`config.mk`:
```
export PLATFORM = sky130hd
export DESIGN_NAME = fgp_port
export DESIGN_NICKNAME = d
export VERILOG_FILES = /design/src/common/fgp_pkg.sv /design/src/verilog/fgp_pin_sync.sv /design/src/verilog/fgp_port.sv
export VERILOG_INCLUDE_DIRS = /design/src /design/src/common
export SDC_FILE = /design/constraint.sdc
export NUM_CORES = 1
export LEC_CHECK = 0
export BUFFER_PORTS_ARGS = -buffer_cell sky130_fd_sc_hd__buf_2
export CORE_MARGIN = 4
export CORE_UTILIZATION = 37
export DETAILED_ROUTE_END_ITERATION = 16
export GPL_TIMING_DRIVEN = 0
export PLACE_DENSITY = 0.76
export RECOVER_POWER = 100
export SYNTH_ARGS = -nofsm -noshare
export SYNTH_HDL_FRONTEND = slang
export SYNTH_SLANG_ARGS = --single-unit
```
`constraint.sdc`:
```
create_clock -name clk -period 1.8 [get_ports clk]
set_clock_uncertainty 0.15 [all_clocks]
set_input_delay 0.09 -clock clk [delete_from_list [all_inputs] [get_ports clk]]
set_output_delay 0.09 -clock clk [all_outputs]
set_load 0.1 [all_outputs]
```
`src/common/fgp_defines.svh`:
```
// Register map, field positions and reset values of the port
`ifndef FGP_DEFINES_SVH
`define FGP_DEFINES_SVH

// Register indices; the byte address is four times the index
`define FGP_IDX_DATA   8'h09
`define FGP_IDX_DIR    8'h0d
`define FGP_ADDR_DATA  8'(`FGP_IDX_DATA * 4)
`define FGP_ADDR_DIR   8'(`FGP_IDX_DIR * 4)

// Field layout
`define FGP_PINS       4
`define FGP_DIR_LSB    0
`define FGP_DIR_MSB    3
`define FGP_RSV_LSB    4
`define FGP_RSV_MSB    7

// Reset values
`define FGP_DIR_RST    4'h0
`define FGP_OEN_RST    4'hf
`define FGP_RD_RST     32'h0000_0000

// Timer selections
`define FGP_PS_EXT     3'h7
`define FGP_ELS_GPIO   2'h0

// Avalon response codes
`define FGP_RESP_OKAY  2'h0
`define FGP_RESP_ERR   2'h2

`endif

```
`src/common/fgp_pkg.sv`:
```
// Types shared by the port and its surroundings
package fgp_pkg;

  // Controls coming from the two timers
  typedef struct packed {
    logic [2:0]      oneSel;   // timer_one prescaler_select
    logic [2:0]      twoSel;   // timer_two prescaler_select
    logic [1:0][1:0] chEls;    // per channel {high, low} edge/level
    logic [1:0]      chOut;    // compare output value per channel
    logic [1:0]      chOutEn;  // timer wants to drive the channel
  } fgp_timer_ctl_t;

  // Signals handed to the timers
  typedef struct packed {
    logic       oneExtClk;     // timer_one_ext_clock
    logic       twoExtClk;     // timer_two_ext_clock
    logic [1:0] chIn;          // timer_two_channel_pin levels
  } fgp_timer_in_t;

  // Pad drive, enable active low
  typedef struct packed {
    logic [3:0] out;
    logic [3:0] oeN;
  } fgp_pad_t;

endpackage : fgp_pkg

```
`src/verilog/fgp_pin_sync.sv`:
```
// Two-stage synchroniser for the four pin levels
module fgp_pin_sync (
  input  wire logic       clk,
  input  wire logic       rst,
  input  wire logic [3:0] pinIn,
  output logic      [3:0] pinSync
);
  import fgp_pkg::*;

  logic [3:0] meta_r;

  // First stage feeds only the second
  genvar i;
  generate
    for (i = 0; i < 4; i++) begin : gSync
      always_ff @(posedge clk) begin
        if (rst) begin
          meta_r[i]  <= 1'b0;
          pinSync[i] <= 1'b0;
        end else begin
          meta_r[i]  <= pinIn[i];
          pinSync[i] <= meta_r[i];
        end
      end
    end
  endgenerate

endmodule : fgp_pin_sync

```
`src/verilog/fgp_port.sv`:
```
// Four-pin GPIO port shared with two timers, Avalon-MM slave
//
// The implementer's own choice: the Avalon-MM interface to the registers.
`include "fgp_defines.svh"

module fgp_port (
  input  wire logic                   clk,
  input  wire logic                   rst,
  input  wire logic [7:0]             address,
  input  wire logic                   read,
  input  wire logic                   write,
  input  wire logic [31:0]            writedata,
  input  wire logic [3:0]             byteenable,
  output logic      [31:0]            readdata,
  output logic      [1:0]             response,
  output logic                        waitrequest,
  input  wire fgp_pkg::fgp_timer_ctl_t timerCtl,
  output fgp_pkg::fgp_timer_in_t      timerIn,
  input  wire logic [3:0]             pinIn,
  output fgp_pkg::fgp_pad_t           pad
);
  import fgp_pkg::*;

  // Prescaler code that selects the external clock pin
  function automatic logic isExtClk(input logic [2:0] sel);
    isExtClk = (sel == `FGP_PS_EXT);
  endfunction : isExtClk

  logic [3:0]  latch_r;
  logic [3:0]  dir_r;
  logic        ack_r;
  logic        ack_nxt;
  logic [31:0] readdata_nxt;
  logic [1:0]  response_nxt;
  logic [3:0]  pinSync;
  fgp_pad_t    pad_nxt;
  fgp_timer_in_t timerIn_nxt;

  // Bus decode
  wire        reqAct   = read | write;
  wire        hitData  = (address == `FGP_ADDR_DATA);
  wire        hitDir   = (address == `FGP_ADDR_DIR);
  wire        hitAny   = hitData | hitDir;
  wire        laneLow  = byteenable[0];
  wire        wrTake   = write & ack_r & laneLow;
  wire        wrData   = wrTake & hitData;
  wire        wrDir    = wrTake & hitDir;

  // One wait state: request seen, answer on the following cycle
  assign waitrequest = reqAct & ~ack_r;
  assign ack_nxt     = reqAct & ~ack_r;

  fgp_pin_sync uSync (
    .clk     (clk),
    .rst     (rst),
    .pinIn   (pinIn),
    .pinSync (pinSync)
  );

  // Pin ownership by the timers
  logic [3:0] owned;
  assign owned[3] = isExtClk(timerCtl.oneSel);
  assign owned[2] = isExtClk(timerCtl.twoSel);
  assign owned[1] = (timerCtl.chEls[1] != `FGP_ELS_GPIO);
  assign owned[0] = (timerCtl.chEls[0] != `FGP_ELS_GPIO);

  // Clock pins are never driven by the timer; channels follow it
  wire [3:0] timerDrv = {2'b00, timerCtl.chOutEn};
  wire [3:0] timerVal = {2'b00, timerCtl.chOut};

  // Direction bit only steers pins the timers leave alone
  genvar i;
  generate
    for (i = 0; i < 4; i++) begin : gPad
      assign pad_nxt.oeN[i] = owned[i] ? ~timerDrv[i]
                                       : ~dir_r[i];
      assign pad_nxt.out[i] = owned[i] ? timerVal[i]
                                       : latch_r[i];
    end
  endgenerate

  // Read mux uses the direction bit even on owned pins
  wire [3:0] dataView = (dir_r & latch_r)
                      | (~dir_r & pinSync);
  wire [7:0] dirView  = {4'h0, dir_r};

  assign readdata_nxt = hitData ? {28'h000_0000, dataView}
                      : hitDir  ? {24'h00_0000, dirView}
                      : `FGP_RD_RST;
  assign response_nxt = hitAny ? `FGP_RESP_OKAY : `FGP_RESP_ERR;

  assign timerIn_nxt.oneExtClk = owned[3] & pinSync[3];
  assign timerIn_nxt.twoExtClk = owned[2] & pinSync[2];
  assign timerIn_nxt.chIn      = pinSync[1:0];

  // Handshake and read data
  always_ff @(posedge clk) begin
    if (rst) begin
      ack_r    <= 1'b0;
      readdata <= `FGP_RD_RST;
      response <= `FGP_RESP_OKAY;
    end else begin
      ack_r <= ack_nxt;
      if (read & ~ack_r) begin
        readdata <= readdata_nxt;
        response <= response_nxt;
      end else if (write & ~ack_r) begin
        response <= response_nxt;
      end
    end
  end

  // Latches carry no reset so a reset keeps port data
  always_ff @(posedge clk) begin
    if (wrData) begin
      latch_r <= writedata[3:0];
    end
  end

  always_ff @(posedge clk) begin
    if (rst) begin
      dir_r <= `FGP_DIR_RST;
    end else if (wrDir) begin
      dir_r <= writedata[`FGP_DIR_MSB:`FGP_DIR_LSB];
    end
  end

  // Pads and timer inputs leave from flops
  always_ff @(posedge clk) begin
    if (rst) begin
      pad.out <= 4'h0;
      pad.oeN <= `FGP_OEN_RST;
      timerIn <= '0;
    end else begin
      pad     <= pad_nxt;
      timerIn <= timerIn_nxt;
    end
  end

  // Every pin the timers leave alone follows its own direction bit
  generate
    for (i = 0; i < 4; i++) begin : gDrvChk

    end
  endgenerate
endmodule : fgp_port

```
* Word-level counts from Yosys, hierarchy flattened *
Index checks and enable logic that the tools add are counted.
W data, S select, Z words.

word-level totals
  register bits = 63
  word-level logic and storage cells = 62
  output and inout port bits = 47

cells by class
  equal/unequal tests = 4
  multiplexer cells = 9
  reductions and logical operators = 5
  bitwise logic cells = 22

operators by type and width
  operator              count
  $eq A8 B6 Y1 const B  2
  $and A1 B1 Y1         9
  $and A4 B4 Y4         2
  $mux W4               2
  $not A1 Y1            7
  $eq A3 B3 Y1 const B  2
  $mux W2               3
  $reduce_bool A2 Y1    3
  $mux W1               4
  $not A4 Y4            1
  $or A4 B4 Y4          1
  $reduce_or A2 Y1      2
  $or A1 B1 Y1          2

* Depth between registers and ports, before layout *
Gate-level depths: netlist of run 1.

  depth in word-level cells = 5
  depth in mapped cells = 4
  depth with buffers taken out = 4

* Cells and area by module *
A second synthesis of run 1 with hierarchy kept.

unflattened totals
  cell total of the unflattened synthesis = 144
  area total of the unflattened synthesis = 1463.9 um^2

modules (own cells, without submodules)
  module        times used  cells each  area an instance (um^2)  seq. area each (um^2)
  fgp_port      1           128         1253.7                   560.5
  fgp_pin_sync  1           16          210.2                    160.2

* Worst setup path after synthesis of run 1 *
OpenSTA, ideal clock, no wires.

  kind = register to register
  from = reg ack_r
  to = reg response[1]
  data required time = 1.572 ns
  setup slack = 0.241 ns
  clock period less this slack = 1.559 ns
  stages on the path, launching flop included = 5
  arrival time = 1.331 ns
  path through = dfxtp_1 > o21bai_1 > inv_1 > nor2_1 > nor3_1

on the way
  longest elaborated chain between the ends = 3
  elaborated cells between the ends (all ways) = 5

ends and longest elaborated chain
  element                                               RTL line                          text
  start: declaration                                    fgp_port.sv:31                    logic ack_r;
  start signal: assignment                              fgp_port.sv:103                   ack_r <= ack_nxt;
  $not A1 Y1 *                                          fgp_port.sv:104, fgp_port.sv:107
  $and A1 B1 Y1 (on tied branches)                      fgp_port.sv:104, fgp_port.sv:107
  $mux W2 / $reduce_bool A2 Y1 (equally long branches)  n/a
  end signal: assignment                                fgp_port.sv:101                   response <= `FGP_RESP_OKAY;
  end signal: assignment                                fgp_port.sv:106                   response <= response_nxt;
  end signal: assignment                                fgp_port.sv:108                   response <= response_nxt;
  end: declaration                                      fgp_port.sv:15                    output logic [1:0] response,

Mark *: on every way between the ends. The rest lies on a longest branch, timed or not.
A chain may end at the register's enable or synchronous reset.

* Worst setup path in the final report of run 1 *
  from = in read
  to = out waitrequest

on the way
  longest elaborated chain between the ends = 2

ends and longest elaborated chain
  element             RTL line        text
  start: declaration  fgp_port.sv:10  input wire logic read,
  $or A1 B1 Y1        fgp_port.sv:40  wire reqAct = read | write;
  $and A1 B1 Y1       fgp_port.sv:50  assign waitrequest = reqAct & ~ack_r;
  end: declaration    fgp_port.sv:16  output logic waitrequest,

No other way between the ends.

==> results of run 1 <==
==> final cells by class <==
cell class                 instances  share of cell area [%]
buffer                            33                   10.56
clock buffer                       6                   3.748
clock inverter                     2                  0.5679
inverter                           1                  0.1704
multi-input combinational        104                   26.24
sequential                        34                   32.71
tap                               48                   2.726
timing repair buffer              78                   23.28
==> final timing paths <==
check,cells after the start,end
max,5,waitrequest
min,3,pad[7]
max reg2reg,2,latch_r[1]
min reg2reg,1,pad[2]
==> cells in the mapped netlist, drive strengths merged (2+ instances only) <==
master  count  area, sq um
buf        30        229.0
dfxtp      30        600.6
nand2b     14        87.58
o21ai      12        60.06
nor2b      11        68.82
nand2       5        18.77
a22o        4        35.03
edfxtp      4        120.1
mux2i       4        40.04
nor2        4        15.01
clkbuf      3        11.26
nor3        3        15.01
a21o        2        15.01
a21oi       2        10.01
nand3       2        10.01
nor3b       2        15.01
==> cell usage in the layout, fill, tap and decap left out, drive strengths merged, types with 2 or more instances in the layout <==
cell and instances:
buf 57, a22o 4, nand2 5, dlygate4sd3 26, a21o 2, nor2 4, nor3 3, nor3b 2
a21oi 2, nand2b 14, nand3 2, conb 29, mux2i 4, edfxtp 4, dfxtp 30, nor2b 11
o21ai 12, clkbuf 34
==> worst min-delay path, delay by kind of cell <==
kind / cells / cell delay [ns]
buffers and inverters: 1 / 0.09
and+or+nand+nor: 2 / 0.22
==> routing by layer <==
| metal | wire length [microns] | global-route usage [%] | vias up |
|---|---|---|---|
| met2 | 1634 | 23.80 | 53 |
| met4 | 40 | 3.830 | 0 |
| met1 | 1277 | 15.22 | 536 |
| met5 | 0 | 0 | - |
| met3 | 297 | 5.612 | 5 |
| li1 | - | - | 651 |
==> timing repair <==
item	4_1_cts	5_1_grt
setup endpoints to repair	0	0
setup buffers	0	0
hold buffers	26	0
endpoints found under the hold margin	21	0
==> registers in the layout, indices dropped and copies added, names as in the netlist <==
register       flops
pad                8
uSync.pinSync      4
readdata           4
response           1
dir_r              4
timerIn            4
latch_r            4
ack_r              1
uSync.meta_r       4
==> cell families (layout without fill, tap and decap cells) <==
logic type | count (synthesis) | in the layout | share of synthesized area, %
AOI/OAI and AO/OA | 22 | 22 | 9.272
buffers and inverters | 34 | 120 | 16.90
DFF | 34 | 34 | 49.91
muxes | 4 | 4 | 2.773
other | 1 | 29 | 0.2597
and+or+nand+nor | 49 | 49 | 20.88
==> per-stage QoR <==
step | util, % | total power (uW) | setup TNS [ns] | worst slack, ns | hold WS [ns]
global route | 59.29 | 2010 | 0 | 0.05314 | 0.02576
floorplan | - | 1255 | 0 | 0.2406 | 0.03887
detailed placement | 50.30 | 1322 | -0.6083 | -0.1522 | 0.1353
CTS | 59.87 | 1944 | 0 | 0.1500 | 0.005631
finish | 59.29 | 1927 | 0 | 0.1535 | 0.01046
global placement | 50.30 | 1318 | -0.3226 | -0.08071 | 0.1333
==> power by group through the flow <==
| stage | logic [uW] | registers, uW | clock network [uW] |
|---|---|---|---|
| 6_report | 556 | 793 | 577 |
| 5_1_grt | 585 | 795 | 630 |
| 4_1_cts | 556 | 793 | 595 |
| 3_5_place_dp | 511 | 810 | 0 |
| 3_3_place_gp | 509 | 809 | 0 |
| 2_1_floorplan | 372 | 883 | 0 |
==> flow_summary_export.csv, run 1 <==
group,metric,value,unit
layout,regArea,720.7,sq um
synth,synth_area,1444,sq um
worst_setup_path,crit_type,"input port to primary output",
synth,ys_ff_latch,34,
worst_setup_path,worst_path_max_delay_cell,"dlygate4sd3_1",
power_and_ir_drop,clkPwrFrac,30.0,%
synth,synthArstFlopShare,0,%
layout,design_area,2203,sq um
synth,synth_ff_type,"dfxtp_1",
route,finalWirelength,3250,microns
synth,yosysWarnings,0,
layout,fillers,334,
power_and_ir_drop,switching_share,36.08,%
layout,drive_gt1_share,32.95,%
timing,relSlewSlack,47.30,%
route,num_vias,1245,
route,drt_iter0_drc,75,
global_route,antenna_found_initial,0,
global_route,grt_pass1_vias,1217,
layout,layout.nets,323,
min_path,min_from,"timerCtl[13]",
clocking,cts.sinks,34,
clocking,htree_levels,2,
route,vias_per_cell,4.069,
worst_setup_path,crit_path_end_kind,"primary output",
layout,multi_input_area,578.1,sq um
power_and_ir_drop,switching_power,695.3,uW
synth,ys_seq_area_share,49.91,%
flow_run,maxCapViolCount,0,
power_and_ir_drop,seqPwrFrac,41.2,%
global_route,grt_max_degree,12,
timing,slew_viol_final,0,
die,core-area,3716,sq um
power_and_ir_drop,internal_power,1232,uW
power_and_ir_drop,p_comb_share,28.9,%
timing,finalSetupViolCount,0,
clocking,cts.path.max_buffers,2,
timing,period_share,91.47,%
timing,clock.fmax,607.3,MHz
timing,finalHoldViolCount,0,
power_and_ir_drop,max-vdd-ir-drop,0.3578,mV
power_and_ir_drop,cellPowerDensity,874.7,nW/um^2
outcome,status,"finished clean",
global_route,grt_usage,13.69,%
placed_design,postPlaceCellArea,1869,sq um
timing,tightestPinTransition,0.7845,ns
worst_setup_path,worstSetupStartpoint,"read",
worst_setup_path,crit_path_max_incr_delay,0.54,ns
worst_setup_path,critPathArrivalTime,1.41,ns
placed_design,hpwlAfterDp,2309,microns
worst_setup_path,reg2reg_slack,0.21,ns
clocking,clockRootBuffer,"clkbuf_8",
worst_setup_path,path_cells,"dlygate4sd3_1 -> clkbuf_1 -> o21bai_1 -> inv_1 -> clkbuf_2",
layout,fin_cells,306,
synth,synth_edf_count,4,
layout,diodes,0,
route,dr.pass1.iters,4,
synth,synth_cells,144,
clocking,path_clk_slew,0.07,ns
route,ant_nets,0,
die,dieArea,4966,sq um
clocking,cts_tree,"yes",
placed_design,place_congestion,0.7496,
clocking,post_cts_resized,0,
worst_setup_path,crit_family,"buffers and inverters",
route,wl_per_cell,10.62,microns
die,fp.dieH,70.47,microns
layout,area_growth,52.60,%
placed_design,dp_cells,272,
synth,syn_area_per_cell,10.03,sq um
die,start_util,38.86,%
die,die_x,70.47,microns
clocking,cts-buffers-inserted,5,
global_route,overflow,0,
timing,fin_crit,1.647,ns
clocking,clock_latency,0.28,ns
power_and_ir_drop,p_leak,0.001050,uW
worst_setup_path,reg2reg_from,"ack_r",
worst_setup_path,critical_path_buf_inv_count,4,
worst_setup_path,start_kind,"input port",
route,drc,0,
worst_setup_path,required,1.56,ns
min_path,worstHoldPathType,"input port to register",
global_route,grt_pass1_wl,5319,microns
die,rows,22,
die,ios,113,
worst_setup_path,worst-path-max-fanout,3,
synth,ys_types,29,
timing,rsz0062_at_grt,"no",
placed_design,numPortBuffers,52,
Note: power is estimated with default switching activity, not from simulation.
==> inputs of run 2 (changes only) <==
- CORE_UTILIZATION: 37 -> 39
- CTS_CLUSTER_DIAMETER: unset -> 200
- PLACE_DENSITY: 0.76 -> 0.79
==> run 2 against run 1 <==
  * Clock power decreased by 12%
  * Power shrank 3.5%
  * Combinational power up 1%
  * Via count up 1.9%
  * Non-clock buffer count rose by 2
  * Critical path type unchanged
  * Sequential power barely moved
  * Fmax is essentially flat
  * Largest power group unchanged
  * Final area hardly changed
  * Setup slack worse by 0.00096 ns
==> flow_summary_export.csv, run 2 (same netlist as run 1, synthesis figures left out) <==
group,metric,value,unit
outcome,status,"finished clean",
layout,mostFrequentLayoutCells,"dfxtp_1, buf_4, conb_1",
placed_design,numPortBuffers,52,
timing,fin_crit,1.647,ns
die,fp.dieH,68.85,microns
power_and_ir_drop,p_leak,0.001049,uW
worst_setup_path,required,1.56,ns
route,vias_per_cell,4.161,
layout,largest_register_ffs,8,
clocking,post_cts_resized,0,
worst_setup_path,ff2ff_path_depth,2,
clocking,cts.sinks,34,
timing,clock.fmax,607.0,MHz
die,core-area,3442,sq um
route,drt_iter0_drc,46,
clocking,clock_latency,0.28,ns
worst_setup_path,worstSetupStartpoint,"write",
worst_setup_path,crit_type,"input port to primary output",
worst_setup_path,reg2reg_from,"ack_r",
placed_design,dp_cells,270,
min_path,worstHoldPathType,"input port to register",
timing,period_share,91.53,%
power_and_ir_drop,seqPwrFrac,42.6,%
power_and_ir_drop,switching_power,666.6,uW
global_route,grt_pass1_wl,4954,microns
route,wl_per_cell,10.85,microns
layout,layout.nets,325,
global_route,antenna_found_initial,0,
power_and_ir_drop,switching_share,35.83,%
power_and_ir_drop,max-vdd-ir-drop,0.3686,mV
power_and_ir_drop,internal_power,1194,uW
layout,drive_gt1_share,31.66,%
worst_setup_path,critPathArrivalTime,1.41,ns
global_route,grt_max_degree,11,
route,finalWirelength,3310,microns
placed_design,dp_slack,-0.08321,ns
clocking,path_clk_slew,0.06,ns
flow_run,maxCapViolCount,0,
global_route,grt_usage,14.83,%
die,start_util,41.95,%
layout,top_register,"pad",
worst_setup_path,cp-endpoint,"waitrequest",
layout,final_common_cell,"dfxtp_1",
timing,rsz0062_at_grt,"no",
clocking,cts-buffers-inserted,5,
timing,setup_ws,0.1525,ns
power_and_ir_drop,clkPwrFrac,27.2,%
placed_design,place_congestion,0.7048,
worst_setup_path,worst-path-max-fanout,3,
timing,finalHoldViolCount,0,
placed_design,hpwlAfterDp,2326,microns
clocking,cts_tree,"yes",
global_route,grt_pass1_vias,1212,
route,num_vias,1269,
worst_setup_path,start_kind,"input port",
power_and_ir_drop,p_comb_share,30.2,%
worst_setup_path,reg2reg_to,"latch_r[3]",
clocking,cts.path.max_buffers,2,
die,ios,113,
die,rows,21,
timing,tightestPinTransition,0.7173,ns
timing,finalSetupViolCount,0,
route,ant_nets,0,
worst_setup_path,reg2reg_slack,0.30,ns
timing,slew_viol_final,0,
route,dr.pass1.iters,4,
die,dieArea,4740,sq um
timing,relSlewSlack,51.74,%
route,drc,0,
layout,diodes,0,
die,die_x,68.85,microns
layout,area_growth,52.51,%
layout,fin_cells,305,
power_and_ir_drop,cellPowerDensity,844.9,nW/um^2
clocking,htree_levels,2,
global_route,overflow,0,
clocking,clockRootBuffer,"clkbuf_8",
worst_setup_path,crit_path_end_kind,"primary output",
run 2: cell types whose count changed in the layout (fill, tap and decap cells not counted):
cell | before | now
clkinvlp_4 | 1 | 0
clkbuf_8 | 6 | 5
clkbuf_1 | 10 | 12
dlygate4sd3_1 | 26 | 28
clkinv_2 | 1 | 0
run 2: power by group through the flow:
| stage | clock network [uW] | logic [uW] | registers (uW) |
|---|---|---|---|
| 5_1_grt | 560 | 588 | 795 |
| 3_3_place_gp | 0 | 508 | 809 |
| 6_report | 505 | 562 | 793 |
| 4_1_cts | 529 | 560 | 793 |
| 2_1_floorplan | 0 | 372 | 883 |
| 3_5_place_dp | 0 | 512 | 810 |
run 2: final cells by class:
type,instances,area (sq um)
fillers,313,1240
flip-flops and latches,34,720.7
multi-input cells,104,578.1
repair buffers,80,533.0
plain buffers,33,232.7
clock buffers,7,76.32
well taps,46,57.56
inverters,1,3.754
run 2: metal layers:
| layer | share of wire [%] | vias to the layer above | routed length, microns | GRT usage, % |
|---|---|---|---|---|
| met5 | 0 | - | 0 | 0 |
| met4 | 2.4 | 0 | 79 | 8.029 |
| met3 | 7.6 | 8 | 252 | 5.511 |
| met2 | 54 | 51 | 1778 | 26.79 |
| met1 | 36 | 558 | 1199 | 14.51 |
| li1 | - | 652 | - | - |
run 2: per-stage QoR:
| step | total power [uW] | hold WS (ns) | TNS (ns) | util (%) | area [sq um] |
|---|---|---|---|---|---|
| 2_1_floorplan | 1255 | 0.03887 | 0 | - | 1549 |
| 3_3_place_gp | 1317 | 0.1330 | -0.3191 | 54.23 | 1867 |
| 3_5_place_dp | 1321 | 0.1345 | -0.3325 | 54.23 | 1867 |
| 4_1_cts | 1882 | 0.01928 | 0 | 64.59 | 2223 |
| 5_1_grt | 1944 | 0.07033 | 0 | 63.98 | 2202 |
| 6_report | 1860 | 0.03047 | 0 | 63.98 | 2202 |
run 2: worst min-delay path by stage:
stage	slack, ns	end	cells past startpoint	from
2_1_floorplan	0.04	latch_r[0]	0	writedata[0]
3_3_place_gp	0.13	latch_r[3]	1	writedata[3]
3_5_place_dp	0.13	latch_r[1]	1	writedata[1]
4_1_cts	0.02	pad[7]	3	timerCtl[13]
5_1_grt	0.07	pad[6]	3	timerCtl[8]
6_report	0.03	pad[7]	3	timerCtl[13]
run 2: timing repair:
action / CTS / global route
setup buffers: 0 / 0
hold buffers: 28 / 0
endpoints found under the hold margin: 21 / 0
run 2: worst max-delay path, stage by stage:
cell and delay [ns]:
dlygate4sd3_1 0.53, clkbuf_1 0.12, o21bai_1 0.20, inv_1 0.09, clkbuf_2 0.37
